===== config.mk =====
export PLATFORM = sky130hd
export DESIGN_NAME = apll_config_registers
export DESIGN_NICKNAME = d
export VERILOG_FILES = /design/src/core/apll_config_registers.v /design/src/core/phase_step_source.v
export VERILOG_INCLUDE_DIRS = /design/src /design/src/core
export SDC_FILE = /design/constraint.sdc
export NUM_CORES = 1
export LEC_CHECK = 0
export BUFFER_PORTS_ARGS = -buffer_cell sky130_fd_sc_hd__buf_2
export CORE_MARGIN = 1.5
export CORE_UTILIZATION = 45
export CTS_CLUSTER_DIAMETER = 100
export CTS_CLUSTER_SIZE = 25
export DETAILED_ROUTE_END_ITERATION = 16
export GPL_TIMING_DRIVEN = 0
export PLACE_DENSITY = 0.81
export SLEW_MARGIN = 20
export SYNTH_ARGS = -nofsm -noshare
export SYNTH_HDL_FRONTEND = slang
export SYNTH_SLANG_ARGS = --single-unit

===== constraint.sdc =====
create_clock -name clk -period 5.6 [get_ports clk]
set_input_delay 0.28 -clock clk [delete_from_list [all_inputs] [get_ports clk]]
set_output_delay 0.28 -clock clk [all_outputs]
set_load 0.01 [all_outputs]

===== src/core/apll_config_defs.vh =====
// Register indices, field positions, reset values and source codes for the PLL configuration block
`ifndef APLL_CONFIG_DEFS_VH
`define APLL_CONFIG_DEFS_VH

// Register indices; byte address is four times the index
`define IDX_HS_DIV_B_ENABLE_BYPASS 10'h100
`define IDX_HS_DIVIDER_RATIOS 10'h101
`define IDX_REFERENCE_MUX_SELECT 10'h102
`define IDX_PHASE_STEP_CONTROL 10'h103
`define IDX_LOOSE_CONTROL 10'h104
`define IDX_BLOCK_STATUS 10'h105
`define IDX_FEEDBACK_DIVIDER_BYTE0 10'h106
`define IDX_FEEDBACK_DIVIDER_BYTE1 10'h107
`define IDX_FEEDBACK_DIVIDER_BYTE2 10'h108
`define IDX_FEEDBACK_DIVIDER_BYTE3 10'h109
`define IDX_FEEDBACK_DIVIDER_BYTE4 10'h10A
`define IDX_FEEDBACK_DIVIDER_BYTE5 10'h10B

// Reset values
`define RST_BYTE 8'h00
`define RST_TOP_BITS 2'h0
`define RST_HALF_RATIO 5'h08
`define RST_FEEDBACK_VALUE 42'h00000000000

// Enable and bypass register fields
`define BIT_HS_DIV2_ENABLE 2
`define BIT_HS_DIV2_BYPASS 1

// Divider ratio fields
`define MSB_DIV_B 7
`define LSB_DIV_B 4
`define MSB_DIV_A 3
`define LSB_DIV_A 0

// Reference mux fields
`define BIT_EXT_SWITCH_MODE 6
`define MSB_ALT_SEL 5
`define LSB_ALT_SEL 3
`define MSB_PRI_SEL 2
`define LSB_PRI_SEL 0

// Phase step fields
`define BIT_PHASE_DEC 7
`define MSB_DEC_SRC 6
`define LSB_DEC_SRC 4
`define BIT_PHASE_INC 3
`define MSB_INC_SRC 2
`define LSB_INC_SRC 0

// Loose control fields
`define BIT_PLL_ENABLE 0
`define MSB_SWITCH_PIN 2
`define LSB_SWITCH_PIN 1
`define BIT_XTAL_DOUBLER 3
`define BIT_OSC_FROM_ONE 4

// Reference selection codes
`define REF_XTAL 3'h0
`define REF_IC1 3'h1
`define REF_IC2 3'h2
`define REF_IC3 3'h3
`define REF_NCO_BYP_IC1 3'h4
`define REF_NCO_NO_BYP_B 3'h5
`define REF_NCO_BYP_XTAL 3'h6
`define REF_NCO_NO_BYP 3'h7

// Source codes driven onto the mux outputs
`define SRC_NONE 3'h0
`define SRC_XTAL 3'h1
`define SRC_IC1 3'h2
`define SRC_IC2 3'h3
`define SRC_IC3 3'h4
`define SRC_NCO 3'h5

// Phase step source codes
`define STEP_SRC_BIT 3'h0
`define STEP_SRC_GPIO0 3'h1
`define STEP_SRC_GPIO3 3'h4

`endif


===== src/core/apll_config_registers.v =====
// Configuration registers and control decode for the analog PLL
//
// What this block does
// - Divider B runs only with PLL enabled, its enable set, bypass clear.
// - Bypass set routes bypass path through output mux; clear routes divider.
// - Divider B codes 0-7 divide 4 to 7.5 by halves, 8-15 divide 8-15.
// - Divider A uses the same sixteen-code ratio decoding.
// - Switch mode: selected pin low uses primary select, high uses alternate.
// - Alternate select ignored when switch mode is off.
// - Codes 0-3 pick crystal (or doubled pin), inputs one, two, three.
// - Alternate codes 4 to 7 are unused.
// - Primary 6 and 7 feed oscillator; 6 sends crystal to bypass, 7 nothing.
// - Primary 4 and 5 feed oscillator; 4 sends input one to bypass, 5 nothing.
// - Each edge of decrement control steps phase earlier once.
// - Decrement source: 0 register bit, 1-4 pins 0-3, 5-7 unused.
// - Each edge of increment control steps phase later once.
// - Increment source: 0 register bit, 1-4 pins 0-3, 5-7 unused.
// - Feedback divider is 42 bits: 9 integer, 33 fractional bits.
// - Feedback divider bytes little-endian, bits 7:0 at 106h to 39:32 at 10Ah.
// - Bits 41:40 sit in low two bits at 10Bh; upper six unused.
`include "apll_config_defs.vh"

module apll_config_registers
(
  // Clock and reset
  input wire clk,
  input wire reset,
  // Avalon-MM slave
  input wire [11:0] address,
  input wire read,
  input wire write,
  input wire [31:0] writedata,
  input wire [3:0] byteenable,
  output reg [31:0] readdata,
  output reg waitrequest,
  // General-purpose pins
  input wire [3:0] gpio_pin,
  // Divider controls
  output reg hs_div2_run,
  output reg hs_div2_bypass_route,
  output reg [4:0] div_a_half_ratio,
  output reg [4:0] div_b_half_ratio,
  // Reference mux controls
  output reg [2:0] pll_ref_source,
  output reg [2:0] bypass_ref_source,
  output reg xtal_doubler_on,
  // Phase steps
  output wire phase_inc_step,
  output wire phase_dec_step,
  // Feedback divider
  output reg [41:0] feedback_divider_value
);

  // Software-visible registers
  reg [7:0] hs_divider_b_enable_bypass;
  reg [7:0] hs_divider_ratios;
  reg [7:0] reference_mux_select;
  reg [7:0] phase_step_control;
  reg [7:0] loose_control;
  reg [7:0] feedback_divider_byte0;
  reg [7:0] feedback_divider_byte1;
  reg [7:0] feedback_divider_byte2;
  reg [7:0] feedback_divider_byte3;
  reg [7:0] feedback_divider_byte4;
  reg [1:0] feedback_divider_top;

  // Pin synchronisers
  reg [3:0] gpio_meta;
  reg [3:0] gpio_sync;

  // Decode results
  reg [7:0] next_readdata;
  reg [2:0] effective_code;
  reg alt_active;
  reg [5:0] ref_pair;
  wire [9:0] word_index;
  wire write_now;
  wire pll_enable;
  wire [1:0] switch_pin_select;
  wire ext_ref_switch_mode;
  wire hs_div2_enable;
  wire hs_div2_bypass;

  assign word_index = address[11:2];
  assign write_now = write && !waitrequest && byteenable[0];
  assign pll_enable = loose_control[`BIT_PLL_ENABLE];
  assign switch_pin_select = loose_control[`MSB_SWITCH_PIN:`LSB_SWITCH_PIN];
  assign ext_ref_switch_mode = reference_mux_select[`BIT_EXT_SWITCH_MODE];
  assign hs_div2_enable = hs_divider_b_enable_bypass[`BIT_HS_DIV2_ENABLE];
  assign hs_div2_bypass = hs_divider_b_enable_bypass[`BIT_HS_DIV2_BYPASS];

  // Ratio in half steps: 8..15 for codes 0-7, 16..30 for codes 8-15
  function [4:0] half_ratio;
    input [3:0] code;
    begin
      if (code[3])
        half_ratio = {code, 1'b0};
      else
        half_ratio = {2'b01, code[2:0]};
    end
  endfunction

  // Returns {pll source, bypass source} for a selection code
  function [5:0] ref_decode;
    input [2:0] code;
    input is_alternate;
    begin
      case (code)
        `REF_XTAL:
          ref_decode = {`SRC_XTAL, `SRC_XTAL};
        `REF_IC1:
          ref_decode = {`SRC_IC1, `SRC_IC1};
        `REF_IC2:
          ref_decode = {`SRC_IC2, `SRC_IC2};
        `REF_IC3:
          ref_decode = {`SRC_IC3, `SRC_IC3};
        `REF_NCO_BYP_IC1:
          ref_decode = {`SRC_NCO, `SRC_IC1};
        `REF_NCO_NO_BYP_B:
          ref_decode = {`SRC_NCO, `SRC_NONE};
        `REF_NCO_BYP_XTAL:
          ref_decode = {`SRC_NCO, `SRC_XTAL};
        default:
          ref_decode = {`SRC_NCO, `SRC_NONE};
      endcase
      if (is_alternate && code[2])
        ref_decode = {`SRC_NONE, `SRC_NONE};
    end
  endfunction

  // Two flip-flops on every pin
  always @(posedge clk)
  begin
    if (reset)
    begin
      gpio_meta <= 4'h0;
      gpio_sync <= 4'h0;
    end
    else
    begin
      gpio_meta <= gpio_pin;
      gpio_sync <= gpio_meta;
    end
  end

  // Reference selection
  always @*
  begin
    alt_active = ext_ref_switch_mode && gpio_sync[switch_pin_select];
    if (alt_active)
      effective_code = reference_mux_select[`MSB_ALT_SEL:`LSB_ALT_SEL];
    else
      effective_code = reference_mux_select[`MSB_PRI_SEL:`LSB_PRI_SEL];
    ref_pair = ref_decode(effective_code, alt_active);
  end

  // Register read mux
  always @*
  begin
    next_readdata = 8'h00;
    if (word_index == `IDX_HS_DIV_B_ENABLE_BYPASS)
      next_readdata = hs_divider_b_enable_bypass;
    else if (word_index == `IDX_HS_DIVIDER_RATIOS)
      next_readdata = hs_divider_ratios;
    else if (word_index == `IDX_REFERENCE_MUX_SELECT)
      next_readdata = reference_mux_select;
    else if (word_index == `IDX_PHASE_STEP_CONTROL)
      next_readdata = phase_step_control;
    else if (word_index == `IDX_LOOSE_CONTROL)
      next_readdata = loose_control;
    else if (word_index == `IDX_BLOCK_STATUS)
      next_readdata = {gpio_sync, hs_div2_run, pll_ref_source};
    else if (word_index == `IDX_FEEDBACK_DIVIDER_BYTE0)
      next_readdata = feedback_divider_byte0;
    else if (word_index == `IDX_FEEDBACK_DIVIDER_BYTE1)
      next_readdata = feedback_divider_byte1;
    else if (word_index == `IDX_FEEDBACK_DIVIDER_BYTE2)
      next_readdata = feedback_divider_byte2;
    else if (word_index == `IDX_FEEDBACK_DIVIDER_BYTE3)
      next_readdata = feedback_divider_byte3;
    else if (word_index == `IDX_FEEDBACK_DIVIDER_BYTE4)
      next_readdata = feedback_divider_byte4;
    else if (word_index == `IDX_FEEDBACK_DIVIDER_BYTE5)
      next_readdata = {6'h00, feedback_divider_top};
  end

  // Bus handshake: one wait cycle, then the request completes
  always @(posedge clk)
  begin
    if (reset)
    begin
      waitrequest <= 1'b1;
      readdata <= 32'h00000000;
    end
    else if ((read || write) && waitrequest)
    begin
      waitrequest <= 1'b0;
      readdata <= {24'h000000, next_readdata};
    end
    else
    begin
      waitrequest <= 1'b1;
    end
  end

  // Control register writes; reserved bits stay zero
  always @(posedge clk)
  begin
    if (reset)
    begin
      hs_divider_b_enable_bypass <= `RST_BYTE;
      hs_divider_ratios <= `RST_BYTE;
      reference_mux_select <= `RST_BYTE;
      phase_step_control <= `RST_BYTE;
      loose_control <= `RST_BYTE;
    end
    else if (write_now)
    begin
      if (word_index == `IDX_HS_DIV_B_ENABLE_BYPASS)
        hs_divider_b_enable_bypass <= {5'h00, writedata[2:1], 1'b0};
      else if (word_index == `IDX_HS_DIVIDER_RATIOS)
        hs_divider_ratios <= writedata[7:0];
      else if (word_index == `IDX_REFERENCE_MUX_SELECT)
        reference_mux_select <= {1'b0, writedata[6:0]};
      else if (word_index == `IDX_PHASE_STEP_CONTROL)
        phase_step_control <= writedata[7:0];
      else if (word_index == `IDX_LOOSE_CONTROL)
        loose_control <= {3'h0, writedata[4:0]};
    end
  end

  // Feedback divider byte writes
  always @(posedge clk)
  begin
    if (reset)
    begin
      feedback_divider_byte0 <= `RST_BYTE;
      feedback_divider_byte1 <= `RST_BYTE;
      feedback_divider_byte2 <= `RST_BYTE;
      feedback_divider_byte3 <= `RST_BYTE;
      feedback_divider_byte4 <= `RST_BYTE;
      feedback_divider_top <= `RST_TOP_BITS;
    end
    else if (write_now)
    begin
      if (word_index == `IDX_FEEDBACK_DIVIDER_BYTE0)
        feedback_divider_byte0 <= writedata[7:0];
      else if (word_index == `IDX_FEEDBACK_DIVIDER_BYTE1)
        feedback_divider_byte1 <= writedata[7:0];
      else if (word_index == `IDX_FEEDBACK_DIVIDER_BYTE2)
        feedback_divider_byte2 <= writedata[7:0];
      else if (word_index == `IDX_FEEDBACK_DIVIDER_BYTE3)
        feedback_divider_byte3 <= writedata[7:0];
      else if (word_index == `IDX_FEEDBACK_DIVIDER_BYTE4)
        feedback_divider_byte4 <= writedata[7:0];
      else if (word_index == `IDX_FEEDBACK_DIVIDER_BYTE5)
        feedback_divider_top <= writedata[1:0];
    end
  end

  // Divider B run and bypass route
  always @(posedge clk)
  begin
    if (reset)
    begin
      hs_div2_run <= 1'b0;
      hs_div2_bypass_route <= 1'b0;
    end
    else
    begin
      hs_div2_run <= pll_enable && hs_div2_enable && !hs_div2_bypass;
      hs_div2_bypass_route <= hs_div2_bypass;
    end
  end

  // Divider ratios in half steps
  always @(posedge clk)
  begin
    if (reset)
    begin
      div_a_half_ratio <= `RST_HALF_RATIO;
      div_b_half_ratio <= `RST_HALF_RATIO;
    end
    else
    begin
      div_b_half_ratio <= half_ratio(hs_divider_ratios[`MSB_DIV_B:`LSB_DIV_B]);
      div_a_half_ratio <= half_ratio(hs_divider_ratios[`MSB_DIV_A:`LSB_DIV_A]);
    end
  end

  // Reference mux outputs
  always @(posedge clk)
  begin
    if (reset)
    begin
      pll_ref_source <= `SRC_NONE;
      bypass_ref_source <= `SRC_NONE;
      xtal_doubler_on <= 1'b0;
    end
    else
    begin
      pll_ref_source <= ref_pair[5:3];
      bypass_ref_source <= ref_pair[2:0];
      xtal_doubler_on <= loose_control[`BIT_XTAL_DOUBLER];
    end
  end

  // Feedback divider word
  always @(posedge clk)
  begin
    if (reset)
    begin
      feedback_divider_value <= `RST_FEEDBACK_VALUE;
    end
    else
    begin
      feedback_divider_value <= {feedback_divider_top, feedback_divider_byte4, feedback_divider_byte3,
        feedback_divider_byte2, feedback_divider_byte1, feedback_divider_byte0};
    end
  end

  // Phase decrement path
  phase_step_source decrement_path
  (
    .clk(clk),
    .reset(reset),
    .source_select(phase_step_control[`MSB_DEC_SRC:`LSB_DEC_SRC]),
    .control_bit(phase_step_control[`BIT_PHASE_DEC]),
    .gpio_level(gpio_sync),
    .step(phase_dec_step)
  );

  // Phase increment path
  phase_step_source increment_path
  (
    .clk(clk),
    .reset(reset),
    .source_select(phase_step_control[`MSB_INC_SRC:`LSB_INC_SRC]),
    .control_bit(phase_step_control[`BIT_PHASE_INC]),
    .gpio_level(gpio_sync),
    .step(phase_inc_step)
  );

endmodule


===== src/core/phase_step_source.v =====
// Selects one phase step control signal and turns each of its edges into a step pulse
`include "apll_config_defs.vh"

module phase_step_source
(
  // Clock and reset
  input wire clk,
  input wire reset,
  // Selection and candidate signals
  input wire [2:0] source_select,
  input wire control_bit,
  input wire [3:0] gpio_level,
  // Step pulse
  output reg step
);

  reg chosen;
  reg chosen_valid;
  reg prev_level;
  reg [2:0] prev_select;
  wire [2:0] gpio_index;

  assign gpio_index = source_select - `STEP_SRC_GPIO0;

  // Source multiplexer
  always @*
  begin
    chosen = 1'b0;
    chosen_valid = 1'b0;
    if (source_select == `STEP_SRC_BIT)
    begin
      chosen = control_bit;
      chosen_valid = 1'b1;
    end
    else if (source_select <= `STEP_SRC_GPIO3)
    begin
      chosen = gpio_level[gpio_index[1:0]];
      chosen_valid = 1'b1;
    end
  end

  // Both edges step once; a source change gives no step
  always @(posedge clk)
  begin
    if (reset)
    begin
      prev_level <= 1'b0;
      prev_select <= `STEP_SRC_BIT;
      step <= 1'b0;
    end
    else
    begin
      prev_level <= chosen;
      prev_select <= source_select;
      step <= chosen_valid && (source_select == prev_select) && (chosen != prev_level);
    end
  end

endmodule


==> out/qor.csv, run 1 <==
metric;value;unit
status;complete, no violations;
NumNets Final;882;
CTS tree;yes;
post-cts sizing count;0;
first-pass GRT wire length;27500;µm
dpl hpwl;13200;µm
worst flop-to-flop path startpoint;waitrequest$_SDFF_PP1_;
fin. max-slew vios;0;
largest net degree at the start of global routing;17;
max-cap viol count;0;
share of layout cells above drive strength 1;0.201;
synth unique cells;55;
Synth Warn #;0;
Routed WL per cell;18.1;µm
Worst Path Arrival;2.48;ns
ys flop type;dfxtp_1;
f_max;472;MHz
Inserted Clock Buffers;17;
VDD IR max;266;µV
Yosys reg bits;160;
Slew HR;0.382;
Area growth syn-to-layout;22.1;%
TNS Setup;0;ns
vias in the first global route;4926;
synthesized instance count;686;
Tightest Pin Transition;0.915;ns
crit path launch;waitrequest$_SDFF_PP1_;
Static Leak;0.00365;µW
Hold-fix buffers, CTS;0;
Filler cells;1267;
Bufs on Longest Clock Path;2;
drt total wl;18400;µm
H-tree levels;4;
CP Max Fanout;8;
Initial Util;0.464;
commonest non-fill, non-tap cells in the layout;dfxtp_1, buf_2, nor2_1;
# rows;43;
initial antenna violation count;0;
Die W;123;µm
CP startpoint kind;flop;
hold crit path type;input pin to flop;
RD Place Congestion;0.928;
Layout Skew;0.00831;ns
detail-routed via count per cell;5.24;
post-synthesis sequential area ratio;0.494;
Fin. Hold Viols;0;
final non-filler cell total;1017;
Mean Syn Cell Area;9.46;µm²
Remaining Overflow, GRT;0;
core area;0.0140;mm²
num ports;152;
Die H;123;µm
mapped cell area;0.00649;mm²
post-route ant nets;0;
IO Port Bufs;96;
Crit. End Element;flop;
First-pass DRT Iterations;5;
period utilization;0.379;
RSZ-0062 raised after global routing;no;
Post-CTS Setup Inserts;0;
Required @ worst endpoint;5.96;ns
Clk Latency, worst-skew pair;0.44;ns
GRT Overall Usage;0.249;
DRC viols;0;
Post-synth EDFFs;0;
Clock Root Buffer;clkbuf_16;
routed vias;5328;
Min Clock Period, post-route;2.12;ns
Hold Path Origin;gpio_pin[1];
PwrDens;320;mW/mm²
most common cell after layout, fill and taps aside;dfxtp_1;
CP Class;flop to flop;
Worst-path clk slew;0.07;ns
Iteration-0 DRC Markers;470;
Post-synth ARST share;0;
# clock sinks;160;
# setup viols final;0;
Antenna diodes;0;
die area;0.0152;mm²
placed cells;985;
==> flip-flops by register name, indices dropped and copies added, names as in the netlist, 3 cells and up <==
signal and count:
feedback_divider_value 42, feedback_divider_byte0 8, feedback_divider_byte1 8, feedback_divider_byte2 8
feedback_divider_byte3 8, feedback_divider_byte4 8, hs_divider_ratios 8, phase_step_control 8
readdata 8, reference_mux_select 7, div_a_half_ratio 5, div_b_half_ratio 5
loose_control 5, gpio_meta 4, gpio_sync 4, bypass_ref_source 3
decrement_path.prev_select 3, increment_path.prev_select 3, pll_ref_source 3
==> layout make-up <==
class	count	area, µm²	share of cell area
flip-flops and latches	160	3200	0.404
multi-input cells	448	2900	0.366
repair buffers	96	480	0.0606
clock buffers	18	439	0.0554
plain buffers	60	322	0.0406
well taps	180	225	0.0284
clock inverters	14	203	0.0256
inverters	41	154	0.0194
==> critical path, stage by stage (launching register included) <==
cell,delay (ns)
dfxtp_1,0.32
nand3b_1,0.29
nor3_4,0.44
nand2_1,0.19
nor2_2,0.54
mux2i_1,0.26
==> kinds of logic after synthesis <==
family	count (synthesis)	synth area share
xor gates and xnor gates	11	0.0148
AOI/OAI and AO/OA	107	0.107
other	1	0.000578
adders and majority gates	2	0.00386
muxes	71	0.115
and+or+nand+nor	233	0.192
buffers and inverters	101	0.0733
DFF	160	0.494
==> power breakdown <==
group	internal [µW]	switching [µW]	total, µW
clock network	765	485	1250
registers	1140	3.82	1150
logic	45.8	88.9	135
==> routing by layer <==
layer  vias up  track usage  routed length (µm)
met5         -            0                   0
met4         0       0.0984                 390
met3        27       0.0567                1400
met2       237        0.392                8390
met1      2510        0.331                8200
li1       2554            -                   -
==> synth_stat cells, types with 3 or more instances <==
library cell / number / area share
dfxtp_1: 160 / 0.49
nor2_1: 74 / 0.043
mux2i_1: 67 / 0.10
inv_1: 40 / 0.023
nand2b_1: 39 / 0.038
nor2b_1: 37 / 0.036
clkbuf_1: 31 / 0.018
o21ai_0: 29 / 0.022
nand2_1: 28 / 0.016
buf_4: 24 / 0.028
a21oi_1: 21 / 0.016
a21o_1: 18 / 0.021
nand3_1: 10 / 0.0077
nor3_1: 9 / 0.0069
xnor2_1: 8 / 0.011
nand3b_1: 7 / 0.0081
a22o_1: 5 / 0.0067
buf_2: 5 / 0.0039
o22ai_1: 5 / 0.0048
a211oi_1: 4 / 0.0046
a31oi_1: 4 / 0.0039
nor4_1: 4 / 0.0039
or3_1: 4 / 0.0039
a221oi_1: 3 / 0.0040
and3_1: 3 / 0.0029
mux4_2: 3 / 0.010
nor3_4: 3 / 0.0075
xor2_1: 3 / 0.0040
==> stage by stage <==
stage / utilization / setup WS (ns) / power (µW) / area, µm² / hold WS, ns
after floorplan: - / 3.67 / 1250 / 6580 / 0.408
after global placement: 0.521 / 3.19 / 1300 / 7280 / 0.419
after detailed placement: 0.521 / 3.11 / 1300 / 7280 / 0.427
after CTS: 0.566 / 3.49 / 2540 / 7920 / 0.0424
after global routing: 0.566 / 3.35 / 2610 / 7920 / 0.0682
final: 0.566 / 3.48 / 2530 / 7920 / 0.0585
==> path summary, 6_finish.rpt <==
| check | depth (start not counted) | to | slack, ns |
|---|---|---|---|
| hold reg to reg | 1 | gpio_sync[3]$_SDFF_PP0_ | 0.44 |
| setup reg to reg | 5 | feedback_divider_byte1[4]$_SDFFE_PP0P_ | 3.48 |
| hold / removal | 2 | gpio_meta[1]$_SDFF_PP0_ | 0.06 |
| setup / recovery | 5 | feedback_divider_byte1[4]$_SDFFE_PP0P_ | 3.48 |
No activity file was read; power rests on OpenSTA's default activity.
==> run 2, diff against run 1 <==
- ABC_AREA: unset -> 1
- clock period: 5.6 -> 2.1 ns (I/O delays scaled with it)
==> run 2 against run 1 <==
  * Cell area up 1.4%
  * Synthesized cell count grew 21%
  * Die area about the same
  * Non-clock buffer count is 1 higher
  * First-iteration DRC count increased by 19%
  * Count of clock-buffer cells in the layout is the same
  * Hold slack got worse by 0.050 ns
  * Area after synthesis hardly changed
  * Worst setup slack got worse by 3.2 ns
  * Cell count increased by 16%
  * Largest cell class unchanged
  * Largest power group unchanged
==> out/qor.csv, run 2 <==
metric;value;unit
routed vias;5913;
die area;0.0152;mm²
Placement Cell Area;0.00729;mm²
Clock Root Buffer;clkbuf_16;
period utilization;0.889;
drt total wl;17900;µm
Post-synth top cells;dfxtp_1, inv_1, nor2_1;
CP Max Fanout;5;
Worst-path clk slew;0.06;ns
post-route ant nets;0;
RD Place Congestion;0.985;
Min Clock Period, post-route;1.87;ns
first-pass GRT wire length;27000;µm
Synth Area in Compound Gates;0.182;
TNS Setup;0;ns
Bufs on Longest Clock Path;2;
Reg2Reg Setup Slack;0.23;ns
area share of fa/ha/maj cells after synthesis;0.00385;
Static Leak;0.00354;µW
H-tree levels;4;
hold crit path type;input pin to flop;
worst path bufs/invs;2;
CP top delay family;simple AND/OR/NAND/NOR gates;
Slew HR;0.515;
Overall Power;6620;µW
synthesized instance count;831;
# rows;43;
critical path depth in cells;9;
largest cells by area after synthesis;dfxtp_1, a21oi_1, inv_1, nor2_1, o21ai_0;
Fin. Hold Viols;0;
Worst Path Arrival;2.22;ns
Initial Util;0.464;
Synth Area in Simple Gates;0.194;
post-synthesis sequential area ratio;0.493;
Crit. End Element;flop;
largest net degree at the start of global routing;17;
share of layout cells above drive strength 1;0.218;
Required @ worst endpoint;2.46;ns
RSZ-0062 raised after global routing;no;
Layout Skew;0.00934;ns
Filler cells;1298;
VDD IR max;514;µV
IO Port Bufs;97;
crit path launch;gpio_sync[1]$_SDFF_PP0_;
post-synthesis mux area share;0;
Area growth syn-to-layout;23.7;%
initial antenna violation count;1;
CP Class;flop to flop;
Tightest Pin Transition;0.728;ns
most common cell after layout, fill and taps aside;dfxtp_1;
Largest stage delay, worst path;0.41;ns
Clk Latency, worst-skew pair;0.44;ns
Routed WL per cell;15.2;µm
Post-synth ARST share;0;
CTS tree;yes;
detail-routed via count per cell;5.03;
Reg2Reg Depth;9;
max reg flops;42;
WHS Path Cells;3;
Mean Syn Cell Area;7.82;µm²
Remaining Overflow, GRT;0;
# clock sinks;160;
Most flops, register;feedback_divider_value;
core area;0.0140;mm²
NumNets Final;1039;
Die W;123;µm
vias in the first global route;5394;
dpl hpwl;12800;µm
commonest non-fill, non-tap cells in the layout;dfxtp_1, inv_1, nor2_1;
worst flop-to-flop path startpoint;gpio_sync[1]$_SDFF_PP0_;
# setup viols final;0;
First-pass DRT Iterations;5;
Post-synth EDFFs;0;
DP Worst Slack;0.124;ns
PwrDens;824;mW/mm²
worst-path cell chain;inv_1 > a21oi_1 > o21ai_0 > nand2_1 > nand2_1 > o21ai_0 > inv_1 > or2_2 > nor3_1;
f_max;536;MHz
synth unique cells;38;
fin area;0.00803;mm²
Post-Synth XOR/XNOR Area;0.00809;
Synth Warn #;0;
Final Hold Slack;0.00846;ns
num ports;152;
post-cts sizing count;0;
fin. max-slew vios;0;
ys flop type;dfxtp_1;
area share of the largest cell type after synthesis;0.493;
max-cap viol count;0;
mapped cell area;0.00649;mm²
slowest cell on the critical path;dfxtp_1;
area leader, netlist;dfxtp_1;
DRC viols;0;
Die H;123;µm
Final WS setup;0.233;ns
status;complete, no violations;
CP startpoint kind;flop;
Hold Path Origin;writedata[1];
GRT Overall Usage;0.240;
Inserted Clock Buffers;17;
Yosys reg bits;160;
Iteration-0 DRC Markers;558;
most frequent cell after synthesis;dfxtp_1;
largest family of logic cells by synthesized area;simple AND/OR/NAND/NOR gates;
## run 2: cell type report
cell class | count | area (µm²) | area share
Clock buffer | 18 | 439 | 0.0547
Inverter | 125 | 472 | 0.0587
Buffer | 49 | 298 | 0.0371
Multi-Input combinational cell | 520 | 2610 | 0.325
Antenna cell | 2 | 5.00 | 0.000623
Clock inverter | 13 | 185 | 0.0231
Sequential cell | 160 | 3200 | 0.399
Timing Repair Buffer | 108 | 596 | 0.0742
Tap cell | 180 | 225 | 0.0280
## run 2: metal layers
metal / GRT usage / wire (µm)
met1: 0.299 / 7630
met2: 0.383 / 8230
met3: 0.0517 / 1250
met4: 0.145 / 781
met5: 0 / 0
## run 2: worst min-delay path, cell delays in order
cell	delay, ns
buf_2	0.11
o21ai_0	0.09
a21oi_1	0.10
## run 2: stage by stage
stage,instances,util
floorplan,854,-
detailed placement,1131,0.521
finish,1175,0.574
global route,1174,0.574
global placement,1131,0.521
CTS,1173,0.574
## run 2: path summary, 6_finish.rpt
kind	end
max	bypass_ref_source[2]$_SDFF_PP0_
min	feedback_divider_top[1]$_SDFFE_PP0P_
max reg2reg	bypass_ref_source[2]$_SDFF_PP0_
min reg2reg	gpio_sync[1]$_SDFF_PP0_
## run 2: repair_timing
| item | CTS | global route |
|---|---|---|
| setup buffers | 0 | 0 |
| hold buffers | 11 | 0 |
| endpoints found under the hold margin | 12 | 0 |
## run 2: cell families after synthesis
family,Yosys count
fa+ha+maj,2
flops,160
other cells,1
simple gates,272
compound gates,216
xor+xnor,6
buf+inv,174
## run 2: report_power, final
| group | total, µW | internal, µW | leakage, µW | switching (µW) |
|---|---|---|---|---|
| Sequential | 3060 | 3050 | 0.00129 | 8.16 |
| Clock | 3250 | 2010 | 0.000303 | 1240 |
| Combinational | 309 | 98.8 | 0.00195 | 211 |
| Total | 6620 | 5160 | 0.00354 | 1460 |
